**src/shared/sls_consts.svh**
```systemverilog
`ifndef SLS_CONSTS_SVH
`define SLS_CONSTS_SVH

// ----------------------------------------
// Register offsets and fields
// ----------------------------------------
`define SLS_ADDR_W 4
`define SLS_REG_CTRL 4'h0
`define SLS_REG_STAT 4'h4
`define SLS_CTRL_SER_LINK_EN 0
`define SLS_CTRL_CFG_LINK_EN 1
`define SLS_CTRL_SLEEP 2
`define SLS_CTRL_RST 8'h00

// ----------------------------------------
// Timing
// ----------------------------------------
`define SLS_CLK_HZ 50000000
`define SLS_SLEEP_DELAY_US 8000
`define SLS_CC_BLOCK_US 2000
`define SLS_WAKE_HOLD_US 5000
`define SLS_SLEEP_CYC ((`SLS_CLK_HZ / 1000000) * `SLS_SLEEP_DELAY_US)
`define SLS_CC_BLOCK_CYC ((`SLS_CLK_HZ / 1000000) * `SLS_CC_BLOCK_US)
`define SLS_WAKE_CYC ((`SLS_CLK_HZ / 1000000) * `SLS_WAKE_HOLD_US)
`endif

```
**src/shared/sls_pkg.sv**
```systemverilog
package sls_pkg;
    typedef enum logic [2:0] {
        SLS_ST_DEFAULTS,
        SLS_ST_IDLE,
        SLS_ST_CFG_LINK,
        SLS_ST_WAIT_CLK,
        SLS_ST_VIDEO,
        SLS_ST_SLEEP,
        SLS_ST_WAKING
    } sls_state_t;

    typedef struct packed {
        logic [7:0] data;
        logic [3:0] addr;
        logic wr;
        logic rd;
    } sls_bus_req_t;

    typedef struct packed {
        logic video_link_on;
        logic config_link_on;
        logic sleeping;
        logic ctrl_chan_ok;
        logic pclk_valid;
    } sls_link_t;
endpackage
```
**src/hw/sls_sequencer.sv**
```systemverilog
`timescale 1ns/1ps
`include "sls_consts.svh"
module sls_sequencer import sls_pkg::*; #(
    parameter int unsigned SLEEP_CYC = `SLS_SLEEP_CYC,
    parameter int unsigned CC_BLOCK_CYC = `SLS_CC_BLOCK_CYC,
    parameter int unsigned WAKE_CYC = `SLS_WAKE_CYC
) (
    input wire logic clock,
    input wire logic rst_b,
    input wire logic autostart_select_pin,
    input wire logic application_direction_select,
    input wire logic pixel_clock_present,
    input wire logic remote_powerup,
    input wire logic ctrl_packet_seen,
    input wire logic video_valid,
    input wire logic [7:0] video_data,
    input wire sls_bus_req_t bus_req,
    output logic [7:0] rd_data,
    output sls_link_t link_q,
    output logic ser_valid,
    output logic [7:0] ser_data
);
    // ----------------------------------------
    // Pin synchronisers
    // ----------------------------------------
    logic [4:0] meta_q;
    logic [4:0] sync_q;
    logic [4:0] meta_d;
    logic [4:0] sync_d;
    logic auto_pin_s, dir_s, pclk_s, remote_s, pkt_s;
    logic remote_prev_q, remote_prev_d;

    always_comb begin
        meta_d = {ctrl_packet_seen, remote_powerup, pixel_clock_present,
                  application_direction_select, autostart_select_pin};
        sync_d = meta_q;
        remote_prev_d = remote_s;
    end

    always_ff @(posedge clock) begin
        if (!rst_b) begin
            meta_q <= 5'h00;
            sync_q <= 5'h00;
            remote_prev_q <= 1'b0;
        end else begin
            meta_q <= meta_d;
            sync_q <= sync_d;
            remote_prev_q <= remote_prev_d;
        end
    end

    assign {pkt_s, remote_s, pclk_s, dir_s, auto_pin_s} = sync_q;

    // ----------------------------------------
    // Straps caught after reset release
    // ----------------------------------------
    // Synchroniser needs two edges before straps are meaningful
    logic [1:0] boot_q, boot_d;
    logic auto_mode_q, auto_mode_d;
    logic sense_mode_q, sense_mode_d;

    always_comb begin
        boot_d = boot_q;
        auto_mode_d = auto_mode_q;
        sense_mode_d = sense_mode_q;
        if (boot_q != 2'h3) begin
            boot_d = boot_q + 2'h1;
        end
        if (boot_q == 2'h2) begin
            auto_mode_d = !auto_pin_s;
            sense_mode_d = dir_s;
        end
    end

    always_ff @(posedge clock) begin
        if (!rst_b) begin
            boot_q <= 2'h0;
            auto_mode_q <= 1'b0;
            sense_mode_q <= 1'b0;
        end else begin
            boot_q <= boot_d;
            auto_mode_q <= auto_mode_d;
            sense_mode_q <= sense_mode_d;
        end
    end

    // ----------------------------------------
    // Control register
    // ----------------------------------------
    logic [7:0] ctrl_q, ctrl_d;
    logic [7:0] rd_d;
    logic ser_link_en, cfg_link_en, sleep_bit;
    sls_state_t state_q, state_d;
    sls_link_t link_d;

    assign ser_link_en = ctrl_q[`SLS_CTRL_SER_LINK_EN];
    assign cfg_link_en = ctrl_q[`SLS_CTRL_CFG_LINK_EN];
    assign sleep_bit = ctrl_q[`SLS_CTRL_SLEEP];

    always_comb begin
        ctrl_d = ctrl_q;
        rd_d = 8'h00;
        if (bus_req.wr && bus_req.addr == `SLS_REG_CTRL) begin
            ctrl_d = bus_req.data;
            ctrl_d[7:3] = 5'h00;
        end
        // Timed sleep entry sets the bit so software sees it
        if (state_q != SLS_ST_SLEEP && state_d == SLS_ST_SLEEP) begin
            ctrl_d[`SLS_CTRL_SLEEP] = 1'b1;
        end
        if (bus_req.rd) begin
            case (bus_req.addr)
                `SLS_REG_CTRL: rd_d = ctrl_q;
                `SLS_REG_STAT: rd_d = {3'h0, link_q};
                default: rd_d = 8'h00;
            endcase
        end
    end

    always_ff @(posedge clock) begin
        if (!rst_b) begin
            ctrl_q <= `SLS_CTRL_RST;
            rd_data <= 8'h00;
        end else begin
            ctrl_q <= ctrl_d;
            rd_data <= rd_d;
        end
    end

    // ----------------------------------------
    // Start-up sequencer
    // ----------------------------------------
    // One counter serves sleep timer and wake hold; channel blackout has its own cc_cnt_q
    logic [31:0] cnt_q, cnt_d;
    logic [31:0] cc_cnt_q, cc_cnt_d;

    always_comb begin
        state_d = state_q;
        cnt_d = cnt_q;
        case (state_q)
            SLS_ST_DEFAULTS: begin
                cnt_d = 32'h0;
                if (boot_q == 2'h3) begin
                    state_d = SLS_ST_IDLE;
                end
            end
            SLS_ST_IDLE: begin
                cnt_d = cnt_q + 32'h1;
                if (auto_mode_q || ser_link_en) begin
                    state_d = SLS_ST_WAIT_CLK;
                end else if (cfg_link_en) begin
                    state_d = SLS_ST_CFG_LINK;
                end else if (sense_mode_q && cnt_q >= SLEEP_CYC - 1) begin
                    state_d = SLS_ST_SLEEP;
                end
                // Manual-start display sequence idles here until commanded
                if (sleep_bit && !sense_mode_q && !auto_mode_q) begin
                    state_d = SLS_ST_SLEEP;
                end
            end
            SLS_ST_CFG_LINK: begin
                if (ser_link_en) begin
                    state_d = SLS_ST_WAIT_CLK;
                end else if (!cfg_link_en) begin
                    state_d = SLS_ST_IDLE;
                end
            end
            SLS_ST_WAIT_CLK: begin
                if (pclk_s) begin
                    state_d = SLS_ST_VIDEO;
                end else if (!ser_link_en && !auto_mode_q) begin
                    state_d = cfg_link_en ? SLS_ST_CFG_LINK : SLS_ST_IDLE;
                end
            end
            SLS_ST_VIDEO: begin
                if (!pclk_s) begin
                    state_d = SLS_ST_WAIT_CLK;
                end else if (!ser_link_en && !auto_mode_q) begin
                    state_d = cfg_link_en ? SLS_ST_CFG_LINK : SLS_ST_IDLE;
                end
                if (sleep_bit) begin
                    state_d = SLS_ST_SLEEP;
                end
            end
            SLS_ST_SLEEP: begin
                cnt_d = 32'h0;
                if (pkt_s) begin
                    state_d = SLS_ST_WAKING;
                end
            end
            SLS_ST_WAKING: begin
                // Wake is only kept if software clears sleep in time
                cnt_d = cnt_q + 32'h1;
                if (!sleep_bit) begin
                    state_d = SLS_ST_IDLE;
                    cnt_d = 32'h0;
                end else if (cnt_q >= WAKE_CYC - 1) begin
                    state_d = SLS_ST_SLEEP;
                end
            end
            default: begin
                state_d = SLS_ST_DEFAULTS;
            end
        endcase
        if (state_q == SLS_ST_IDLE && sleep_bit && !(state_d == SLS_ST_SLEEP)) begin
            if (sense_mode_q && !auto_mode_q) begin
                state_d = SLS_ST_SLEEP;
            end
        end
    end

    always_ff @(posedge clock) begin
        if (!rst_b) begin
            state_q <= SLS_ST_DEFAULTS;
            cnt_q <= 32'h0;
        end else begin
            state_q <= state_d;
            cnt_q <= cnt_d;
        end
    end

    // ----------------------------------------
    // Control channel blackout after late far-end power-up
    // ----------------------------------------
    always_comb begin
        cc_cnt_d = cc_cnt_q;
        if (remote_s && !remote_prev_q) begin
            cc_cnt_d = CC_BLOCK_CYC;
        end else if (cc_cnt_q != 32'h0) begin
            cc_cnt_d = cc_cnt_q - 32'h1;
        end
    end

    always_ff @(posedge clock) begin
        if (!rst_b) begin
            cc_cnt_q <= 32'h0;
        end else begin
            cc_cnt_q <= cc_cnt_d;
        end
    end

    // ----------------------------------------
    // Link status and video path
    // ----------------------------------------
    logic ser_valid_d;
    logic [7:0] ser_data_d;

    always_comb begin
        link_d.video_link_on = (state_d == SLS_ST_VIDEO);
        link_d.config_link_on = (state_d == SLS_ST_CFG_LINK);
        link_d.sleeping = (state_d == SLS_ST_SLEEP);
        link_d.ctrl_chan_ok = (state_d == SLS_ST_VIDEO || state_d == SLS_ST_CFG_LINK)
                              && (cc_cnt_d == 32'h0);
        link_d.pclk_valid = pclk_s;
        ser_valid_d = (state_q == SLS_ST_VIDEO) && video_valid;
        ser_data_d = ser_valid_d ? video_data : 8'h00;
    end

    always_ff @(posedge clock) begin
        if (!rst_b) begin
            link_q <= '0;
            ser_valid <= 1'b0;
            ser_data <= 8'h00;
        end else begin
            link_q <= link_d;
            ser_valid <= ser_valid_d;
            ser_data <= ser_data_d;
        end
    end
endmodule

```
**config.mk**
```make
export PLATFORM = sky130hd
export DESIGN_NAME = sls_sequencer
export DESIGN_NICKNAME = d
export VERILOG_FILES = /design/src/shared/sls_pkg.sv /design/src/hw/sls_sequencer.sv
export VERILOG_INCLUDE_DIRS = /design/src /design/src/shared
export SDC_FILE = /design/constraint.sdc
export NUM_CORES = 1
export LEC_CHECK = 0
export BUFFER_PORTS_ARGS = -buffer_cell sky130_fd_sc_hd__buf_2
export CELL_PAD_IN_SITES_DETAIL_PLACEMENT = 1
export CELL_PAD_IN_SITES_GLOBAL_PLACEMENT = 1
export CORE_ASPECT_RATIO = 1.2
export CORE_MARGIN = 8
export CORE_UTILIZATION = 44
export CTS_CLUSTER_DIAMETER = 100
export CTS_CLUSTER_SIZE = 24
export DETAILED_ROUTE_END_ITERATION = 8
export PLACE_DENSITY = 0.89
export SETUP_SLACK_MARGIN = 0.3
export SLEW_MARGIN = 20
export SYNTH_ARGS = -nofsm -noshare
export SYNTH_HDL_FRONTEND = slang
export SYNTH_SLANG_ARGS = --single-unit
```
**constraint.sdc**
```tcl
create_clock -name clock -period 5.9 [get_ports clock]
set_clock_uncertainty 0.05 [all_clocks]
set_input_delay 0.295 -clock clock [delete_from_list [all_inputs] [get_ports clock]]
set_output_delay 0.295 -clock clock [all_outputs]
set_load 0.02 [all_outputs]
```
==> summary.md, run 1 <==
| Metric | Value |
|---|---|
| Result of the run | `completed` |
| Final Hold Violating Endpoints | `0` |
| Fraction of final layout cells sized beyond drive strength 1 | `12.0%` |
| Leading post-synthesis cells by instance count | `sky130_fd_sc_hd__dfxtp_1, sky130_fd_sc_hd__nor2_1, sky130_fd_sc_hd__nand2_1, sky130_fd_sc_hd__xor2_1` |
| Total setup violations reported at the end of the flow | `0` |
| Critical Path Max Stage Delay | `610 ps` |
| Number of global-route vias before repair | `4235` |
| Fraction of registers with async set/reset | `0%` |
| Required time reported for the critical path endpoint | `6080 ps` |
| Setup repair after global routing missed its margin | `no` |
| Number of vias in the routed layout | `4004` |
| Routability congestion estimate | `0.897` |
| Static Leakage | `2.05 nW` |
| FP Rows | `41` |
| Final cycle utilization of the critical path | `56.1%` |
| Worst vdd ir | `0.173 mV` |
| Seq/Total Area, Yosys | `44.1%` |
| Number of slew-limit violations in the final report | `0` |
| Proportion of netlist area held by the largest area contributor | `44.1%` |
| Most instantiated library cell after synthesis | `sky130_fd_sc_hd__dfxtp_1` |
| Crit path capture type | `flip-flop` |
| Wire length of the first global-routing pass | `20.6 mm` |
| HPWL after DPL | `8.95 mm` |
| Transition at the pin with the smallest max-transition slack | `898 ps` |
| Maximum number of pins on one net before global-route repair | `32` |
| Crit path arrival time | `3480 ps` |
| Starting utilization of the core area | `45.1%` |
| Primary FF master, synth | `sky130_fd_sc_hd__dfxtp_1` |
| Startpoint types | `flip-flop` |
| Buffer depth of the longest clock path | `2` |
| Drt via density | `5.62` |
| Count of buffers added by post-CTS timing repair for setup | `0` |
| DIE HEIGHT | `129 um` |
| Relative area change from synthesis to final layout | `12.7%` |
| Fin nets | `613` |
| Count of maximum capacitance violations | `0` |
| Total standard cell area after synthesis | `4720 sq um` |
| Power consumption | `0.00257 W` |
| Clk sink count | `104` |
| Antenna violations before repair | `0` |
| Final total negative setup slack | `0 ps` |
| Final period demand of the worst path | `3310 ps` |
| Count of flip-flops with a built-in enable after synthesis | `0` |
| Top-level port count | `52` |
| GRT overflow | `0` |
| Port Buffers | `43` |
| Path category of the worst min-delay check | `input pin to flip-flop` |
| Maximum fanout along the worst path | `6` |
| YS warnings | `0` |
| Worst-skew pair later-pin latency | `350 ps` |
| Area of the core | `10500 sq um` |
| Classification of the worst setup path | `flip-flop to flip-flop` |
| Max-slew headroom | `40.0%` |
| Die X-Extent | `111 um` |
| Cts hold-fix bufs | `0` |
| Count of inserted antenna diode cells | `0` |
| Number of unique standard cell types used by synthesis | `57` |
| Per-cell routed wire length | `17.4 um` |
| Aggregate global-route resource usage | `17.3%` |
| Final cell utilization of the core | `50.8%` |
| Die area | `14300 sq um` |
| Buffer cell driving the clock tree root | `sky130_fd_sc_hd__clkbuf_16` |
| Level count of the clock H-tree | `3` |
| Synthesis-stage register bit count | `104` |
| Mean post-synth cell area | `8.70 sq um` |
| Synth area leaders | `sky130_fd_sc_hd__dfxtp_1, sky130_fd_sc_hd__nor2_1, sky130_fd_sc_hd__xor2_1` |
| Initial DRT Pass Iterations | `4` |
| List of cells traversed by the critical path | `or4_1, or4b_4, a211oi_4, xnor2_1, and4_1, nand4b_1, a2111o_1, a2111oi_2` |
| Library cell contributing the largest single delay on the critical path | `sky130_fd_sc_hd__or4b_4` |
| Synthesized instance count | `542` |
| Clock buffer count from CTS | `9` |
| Iteration-0 DRC Markers | `199` |
| Post-route ant nets | `0` |
| Clock-pin slew on the worst setup and hold paths | `70 ps` |
| Power Dens Cells | `483 nW/um^2` |
| Top cell type by total area after synthesis | `sky130_fd_sc_hd__dfxtp_1` |
| Highest achievable clock rate | `0.302 GHz` |
| Drt total wl | `12.4 mm` |
| Clock tree from TritonCTS | `yes` |
| DRC viols | `0` |
| Resized cells post-CTS | `0` |
==> stage by stage <==
step                instances  cell area [sq um]  worst slack [ps]  hold WS (ps)
floorplan                 544               4720              2970           343
global placement          696               5010              2650           364
detailed placement        696               5010              2630           371
CTS                       712               5310              2560          85.2
global route              712               5310              2410          93.5
finish                    712               5310              2590          86.7
==> power breakdown <==
group,internal [W],switching [W]
Clock,0.000317,0.000276
Combinational,0.000391,0.000622
Sequential,0.000816,0.000146
==> per-layer routing <==
layer	vias up	global-route usage, %	wire (um)
met5	-	0	0
met1	1957	18.6	5010
met2	69	32.2	6610
met4	0	7.48	344
li1	1955	-	-
met3	23	3.56	414
==> worst max-delay path: cells and delay by family, from the launching register on <==
family           cells  cell delay (ps)
XOR/XNOR             1              200
AND/OR/NAND/NOR      4             1530
flip-flops           1              380
AO/OA/AOI/OAI        3             1020
==> area by class of cell <==
class,count,area [sq um]
flip-flops and latches,104,2080
multi-input cells,411,2520
well taps,129,161
clock buffers,11,253
clock inverters,5,47.5
repair buffers,43,215
fillers,1269,5150
inverters,9,33.8
==> logic make-up after synthesis <==
kind of cell / after synthesis / share of synthesized area, %
buffers and inverters: 29 / 2.68
and+or+nand+nor: 280 / 31.7
adders and majority gates: 5 / 1.33
muxes: 7 / 1.49
DFF: 104 / 44.1
other: 1 / 0.0795
AOI/OAI and AO/OA: 64 / 8.97
xor gates and xnor gates: 52 / 9.66
==> flip-flops by register name, indices dropped and copies added (netlist names) <==
register / count
ser_data: 8
meta_q: 5
state_q: 3
cnt_q: 32
auto_mode_q: 1
remote_prev_q: 1
ctrl_q: 3
link_q: 5
sense_mode_q: 1
boot_q: 2
sync_q: 5
ser_valid: 1
rd_data: 5
cc_cnt_q: 32
==> worst paths after layout <==
check	startpoint	end	slack, ps	cells past startpoint
min reg2reg	meta_q[0]$_SDFF_PN0_	sync_q[0]$_SDFF_PN0_	380	1
max reg2reg	cc_cnt_q[3]$_SDFF_PN0_	link_q[1]$_SDFF_PN0_	2590	8
max	cc_cnt_q[3]$_SDFF_PN0_	link_q[1]$_SDFF_PN0_	2590	8
min	video_data[7]	ser_data[7]$_SDFF_PN0_	90	2
==> placed cells by master, fill, tap and decap left out, types with 3 or more instances in the layout <==
master                      count
sky130_fd_sc_hd__a211oi_1       5
sky130_fd_sc_hd__a21oi_1       20
sky130_fd_sc_hd__a31oi_1        4
sky130_fd_sc_hd__and2_1        24
sky130_fd_sc_hd__and3_1        12
sky130_fd_sc_hd__and4_1         4
sky130_fd_sc_hd__buf_2         43
sky130_fd_sc_hd__clkbuf_16      9
sky130_fd_sc_hd__conb_1         3
sky130_fd_sc_hd__dfxtp_1      104
sky130_fd_sc_hd__ha_1           5
sky130_fd_sc_hd__inv_1          9
sky130_fd_sc_hd__mux2i_1        7
sky130_fd_sc_hd__nand2_1       41
sky130_fd_sc_hd__nand2b_1       5
sky130_fd_sc_hd__nand3_1       23
sky130_fd_sc_hd__nand4_1        6
sky130_fd_sc_hd__nand4b_1       4
sky130_fd_sc_hd__nor2_1        87
sky130_fd_sc_hd__nor2b_1        7
sky130_fd_sc_hd__nor3_1        13
sky130_fd_sc_hd__nor3b_1        5
sky130_fd_sc_hd__nor4_1        13
sky130_fd_sc_hd__o21ai_0       14
sky130_fd_sc_hd__o31ai_1        5
sky130_fd_sc_hd__o41ai_1        3
sky130_fd_sc_hd__or3_1         12
sky130_fd_sc_hd__or4_1          5
sky130_fd_sc_hd__xnor2_1       19
sky130_fd_sc_hd__xor2_1        33
Note: power is estimated with default switching activity, not from simulation.
==> run 2: changes to the inputs <==
clock period = 3.05 ns   (was 5.9 ns; I/O delays follow)
==> summary.md, run 2 (synthesis gave the netlist of run 1 again) <==
| Metric | Value |
|---|---|
| Wire length of the first global-routing pass | `25.1 mm (+22%)` |
| Initial DRT Pass Iterations | `4 (unchanged)` |
| Per-cell routed wire length | `21.8 um (+25%)` |
| Violated checks | `negative setup slack` |
| Antenna violations before repair | `0 (unchanged)` |
| Final worst setup slack | `-185 ps (-2780 ps)` |
| Fin nets | `661 (+7.8%)` |
| Highest achievable clock rate | `0.309 GHz (+2.3%)` |
| Iteration-0 DRC Markers | `221 (+11%)` |
| Startpoint types | `flip-flop` |
| Top-level port count | `52 (unchanged)` |
| Largest registers | `cc_cnt_q (32), cnt_q (32), ser_data (8)` |
| Max-slew headroom | `55.9% (+16 points)` |
| Setup Slack @ Placement | `-58.7 ps (-2690 ps)` |
| Fraction of final layout cells sized beyond drive strength 1 | `19.0% (+7.0 points)` |
| Clock buffer count from CTS | `9 (unchanged)` |
| Total setup violations reported at the end of the flow | `1 (+1)` |
| Final total negative setup slack | `-185 ps (-185 ps)` |
| Transition at the pin with the smallest max-transition slack | `658 ps (-240 ps)` |
| Worst-skew pair later-pin latency | `360 ps (about the same)` |
| FP Rows | `41 (unchanged)` |
| GRT overflow | `0 (unchanged)` |
| Clk sink count | `104 (unchanged)` |
| Worst hold margin | `25.3 ps (-61.4 ps)` |
| Drt total wl | `16.6 mm (+34%)` |
| Crit path capture type | `flip-flop` |
| Power Dens Cells | `1020 nW/um^2 (+110%)` |
| Final cycle utilization of the critical path | `106% (+50 points)` |
| Worst reg-to-reg path cell count | `9 (+1)` |
| Final cell utilization of the core | `55.6% (+4.9 points)` |
| Number of vias in the routed layout | `4424 (+10%)` |
| Commonest cells after routing, fill and taps aside | `sky130_fd_sc_hd__dfxtp_1, sky130_fd_sc_hd__nor2_1, sky130_fd_sc_hd__buf_2` |
| DRC viols | `0 (unchanged)` |
| Reg-to-reg startpoint | `cc_cnt_q[6]$_SDFF_PN0_` |
| Required time reported for the critical path endpoint | `3250 ps (-2830 ps)` |
| Buffer depth of the longest clock path | `2 (unchanged)` |
| Count of maximum capacitance violations | `0 (unchanged)` |
| Setup slack, reg-to-reg | `-180 ps (-2780 ps)` |
| Static Leakage | `2.31 nW (+13%)` |
| Port Buffers | `43 (unchanged)` |
| Path category of the worst min-delay check | `input pin to flip-flop` |
| Worst vdd ir | `0.400 mV (+130%)` |
| Buffer cell driving the clock tree root | `sky130_fd_sc_hd__clkbuf_16` |
| End point of the most critical hold path | `ctrl_q[1]$_SDFFE_PN0P_` |
| Relative area change from synthesis to final layout | `23.5%` |
| Die X-Extent | `111 um (unchanged)` |
| Maximum fanout along the worst path | `3 (-3)` |
| DIE HEIGHT | `129 um (unchanged)` |
| Commonest non-fill, non-tap cell in the layout | `sky130_fd_sc_hd__dfxtp_1` |
| Final Hold Violating Endpoints | `0 (unchanged)` |
| Area of the core | `10500 sq um (unchanged)` |
| Starting utilization of the core area | `45.1% (unchanged)` |
| Hold Crit Depth | `3 (+1)` |
| Clock tree from TritonCTS | `yes` |
| Clock-pin slew on the worst setup and hold paths | `80 ps (about the same)` |
| Die area | `14300 sq um (unchanged)` |
| Min-delay src | `bus_req[7]` |
| HPWL after DPL | `9.50 mm (+6.1%)` |
| Crit path arrival time | `3430 ps (-50 ps)` |
| Post-route ant nets | `0 (unchanged)` |
| Drt via density | `5.81 (+3.4%)` |
| Routability congestion estimate | `0.906 (+0.99%)` |
| Result of the run | `finished, violations left` |
| Number of slew-limit violations in the final report | `0 (unchanged)` |
| Aggregate global-route resource usage | `21.7% (+4.4 points)` |
| Classification of the worst setup path | `flip-flop to flip-flop` |
| Number of global-route vias before repair | `4905 (+16%)` |
| Maximum number of pins on one net before global-route repair | `32 (unchanged)` |
| Final period demand of the worst path | `3230 ps (-73.1 ps)` |
| Level count of the clock H-tree | `3 (unchanged)` |
| Setup repair after global routing missed its margin | `yes` |
| Reg-to-reg critical path endpoint | `link_q[1]$_SDFF_PN0_` |
[run 2: worst max-delay path, cell delays in order (launching register included)]
cell                        delay, ps
sky130_fd_sc_hd__dfxtp_4          350
sky130_fd_sc_hd__or4_4            530
sky130_fd_sc_hd__or4b_4           600
sky130_fd_sc_hd__a211oi_4         230
sky130_fd_sc_hd__buf_6            150
sky130_fd_sc_hd__nand2_2           80
sky130_fd_sc_hd__xor2_2           230
sky130_fd_sc_hd__nand3_1          160
sky130_fd_sc_hd__or4_4            460
sky130_fd_sc_hd__a2111oi_4        290
[run 2: metrics by stage]
step | instances | instance area [sq um] | total power [W]
after floorplan | 544 | 4720 | 0.00337
after global placement | 718 | 5170 | 0.00391
after detailed placement | 718 | 5170 | 0.00402
after CTS | 753 | 5730 | 0.00551
after global routing | 760 | 5820 | 0.00617
final | 761 | 5820 | 0.00591
[run 2: metal layers]
layer / track usage (%) / up-vias / share of wire, %
met5: 0 / - / 0
met2: 40.9 / 145 / 53
met4: 12.7 / 0 / 5.1
li1: - / 2047 / -
met3: 4.35 / 65 / 4.3
met1: 21.7 / 2167 / 37
[run 2: area by class of cell]
class,instances,area [sq um]
flip-flops and latches,104,2090
fillers,1238,4640
well taps,129,161
clock inverters,4,63.8
inverters,9,33.8
diodes,1,2.50
repair buffers,91,612
clock buffers,12,256
multi-input cells,411,2600
[run 2: repair_timing]
action	in CTS	in global routing
endpoints found under the hold margin	13	0
pin swaps	8	6
setup endpoints to repair	3	7
setup buffers	6	7
hold buffers	13	0
resized for setup	14	8
[run 2: power by group]
group	internal [W]	switching, W
clock network	0.000693	0.000559
registers	0.00159	0.000300
logic	0.00116	0.00161
[run 2: worst max path at each step]
stage	from	endpoint	slack [ps]	cells after the start
floorplan	cc_cnt_q[13]$_SDFF_PN0_	link_q[1]$_SDFF_PN0_	130	8
global placement	cc_cnt_q[13]$_SDFF_PN0_	link_q[1]$_SDFF_PN0_	40	8
detailed placement	cc_cnt_q[13]$_SDFF_PN0_	link_q[1]$_SDFF_PN0_	-60	8
CTS	cc_cnt_q[6]$_SDFF_PN0_	link_q[1]$_SDFF_PN0_	-20	8
global route	cc_cnt_q[13]$_SDFF_PN0_	link_q[1]$_SDFF_PN0_	-250	9
finish	cc_cnt_q[6]$_SDFF_PN0_	link_q[1]$_SDFF_PN0_	-180	9
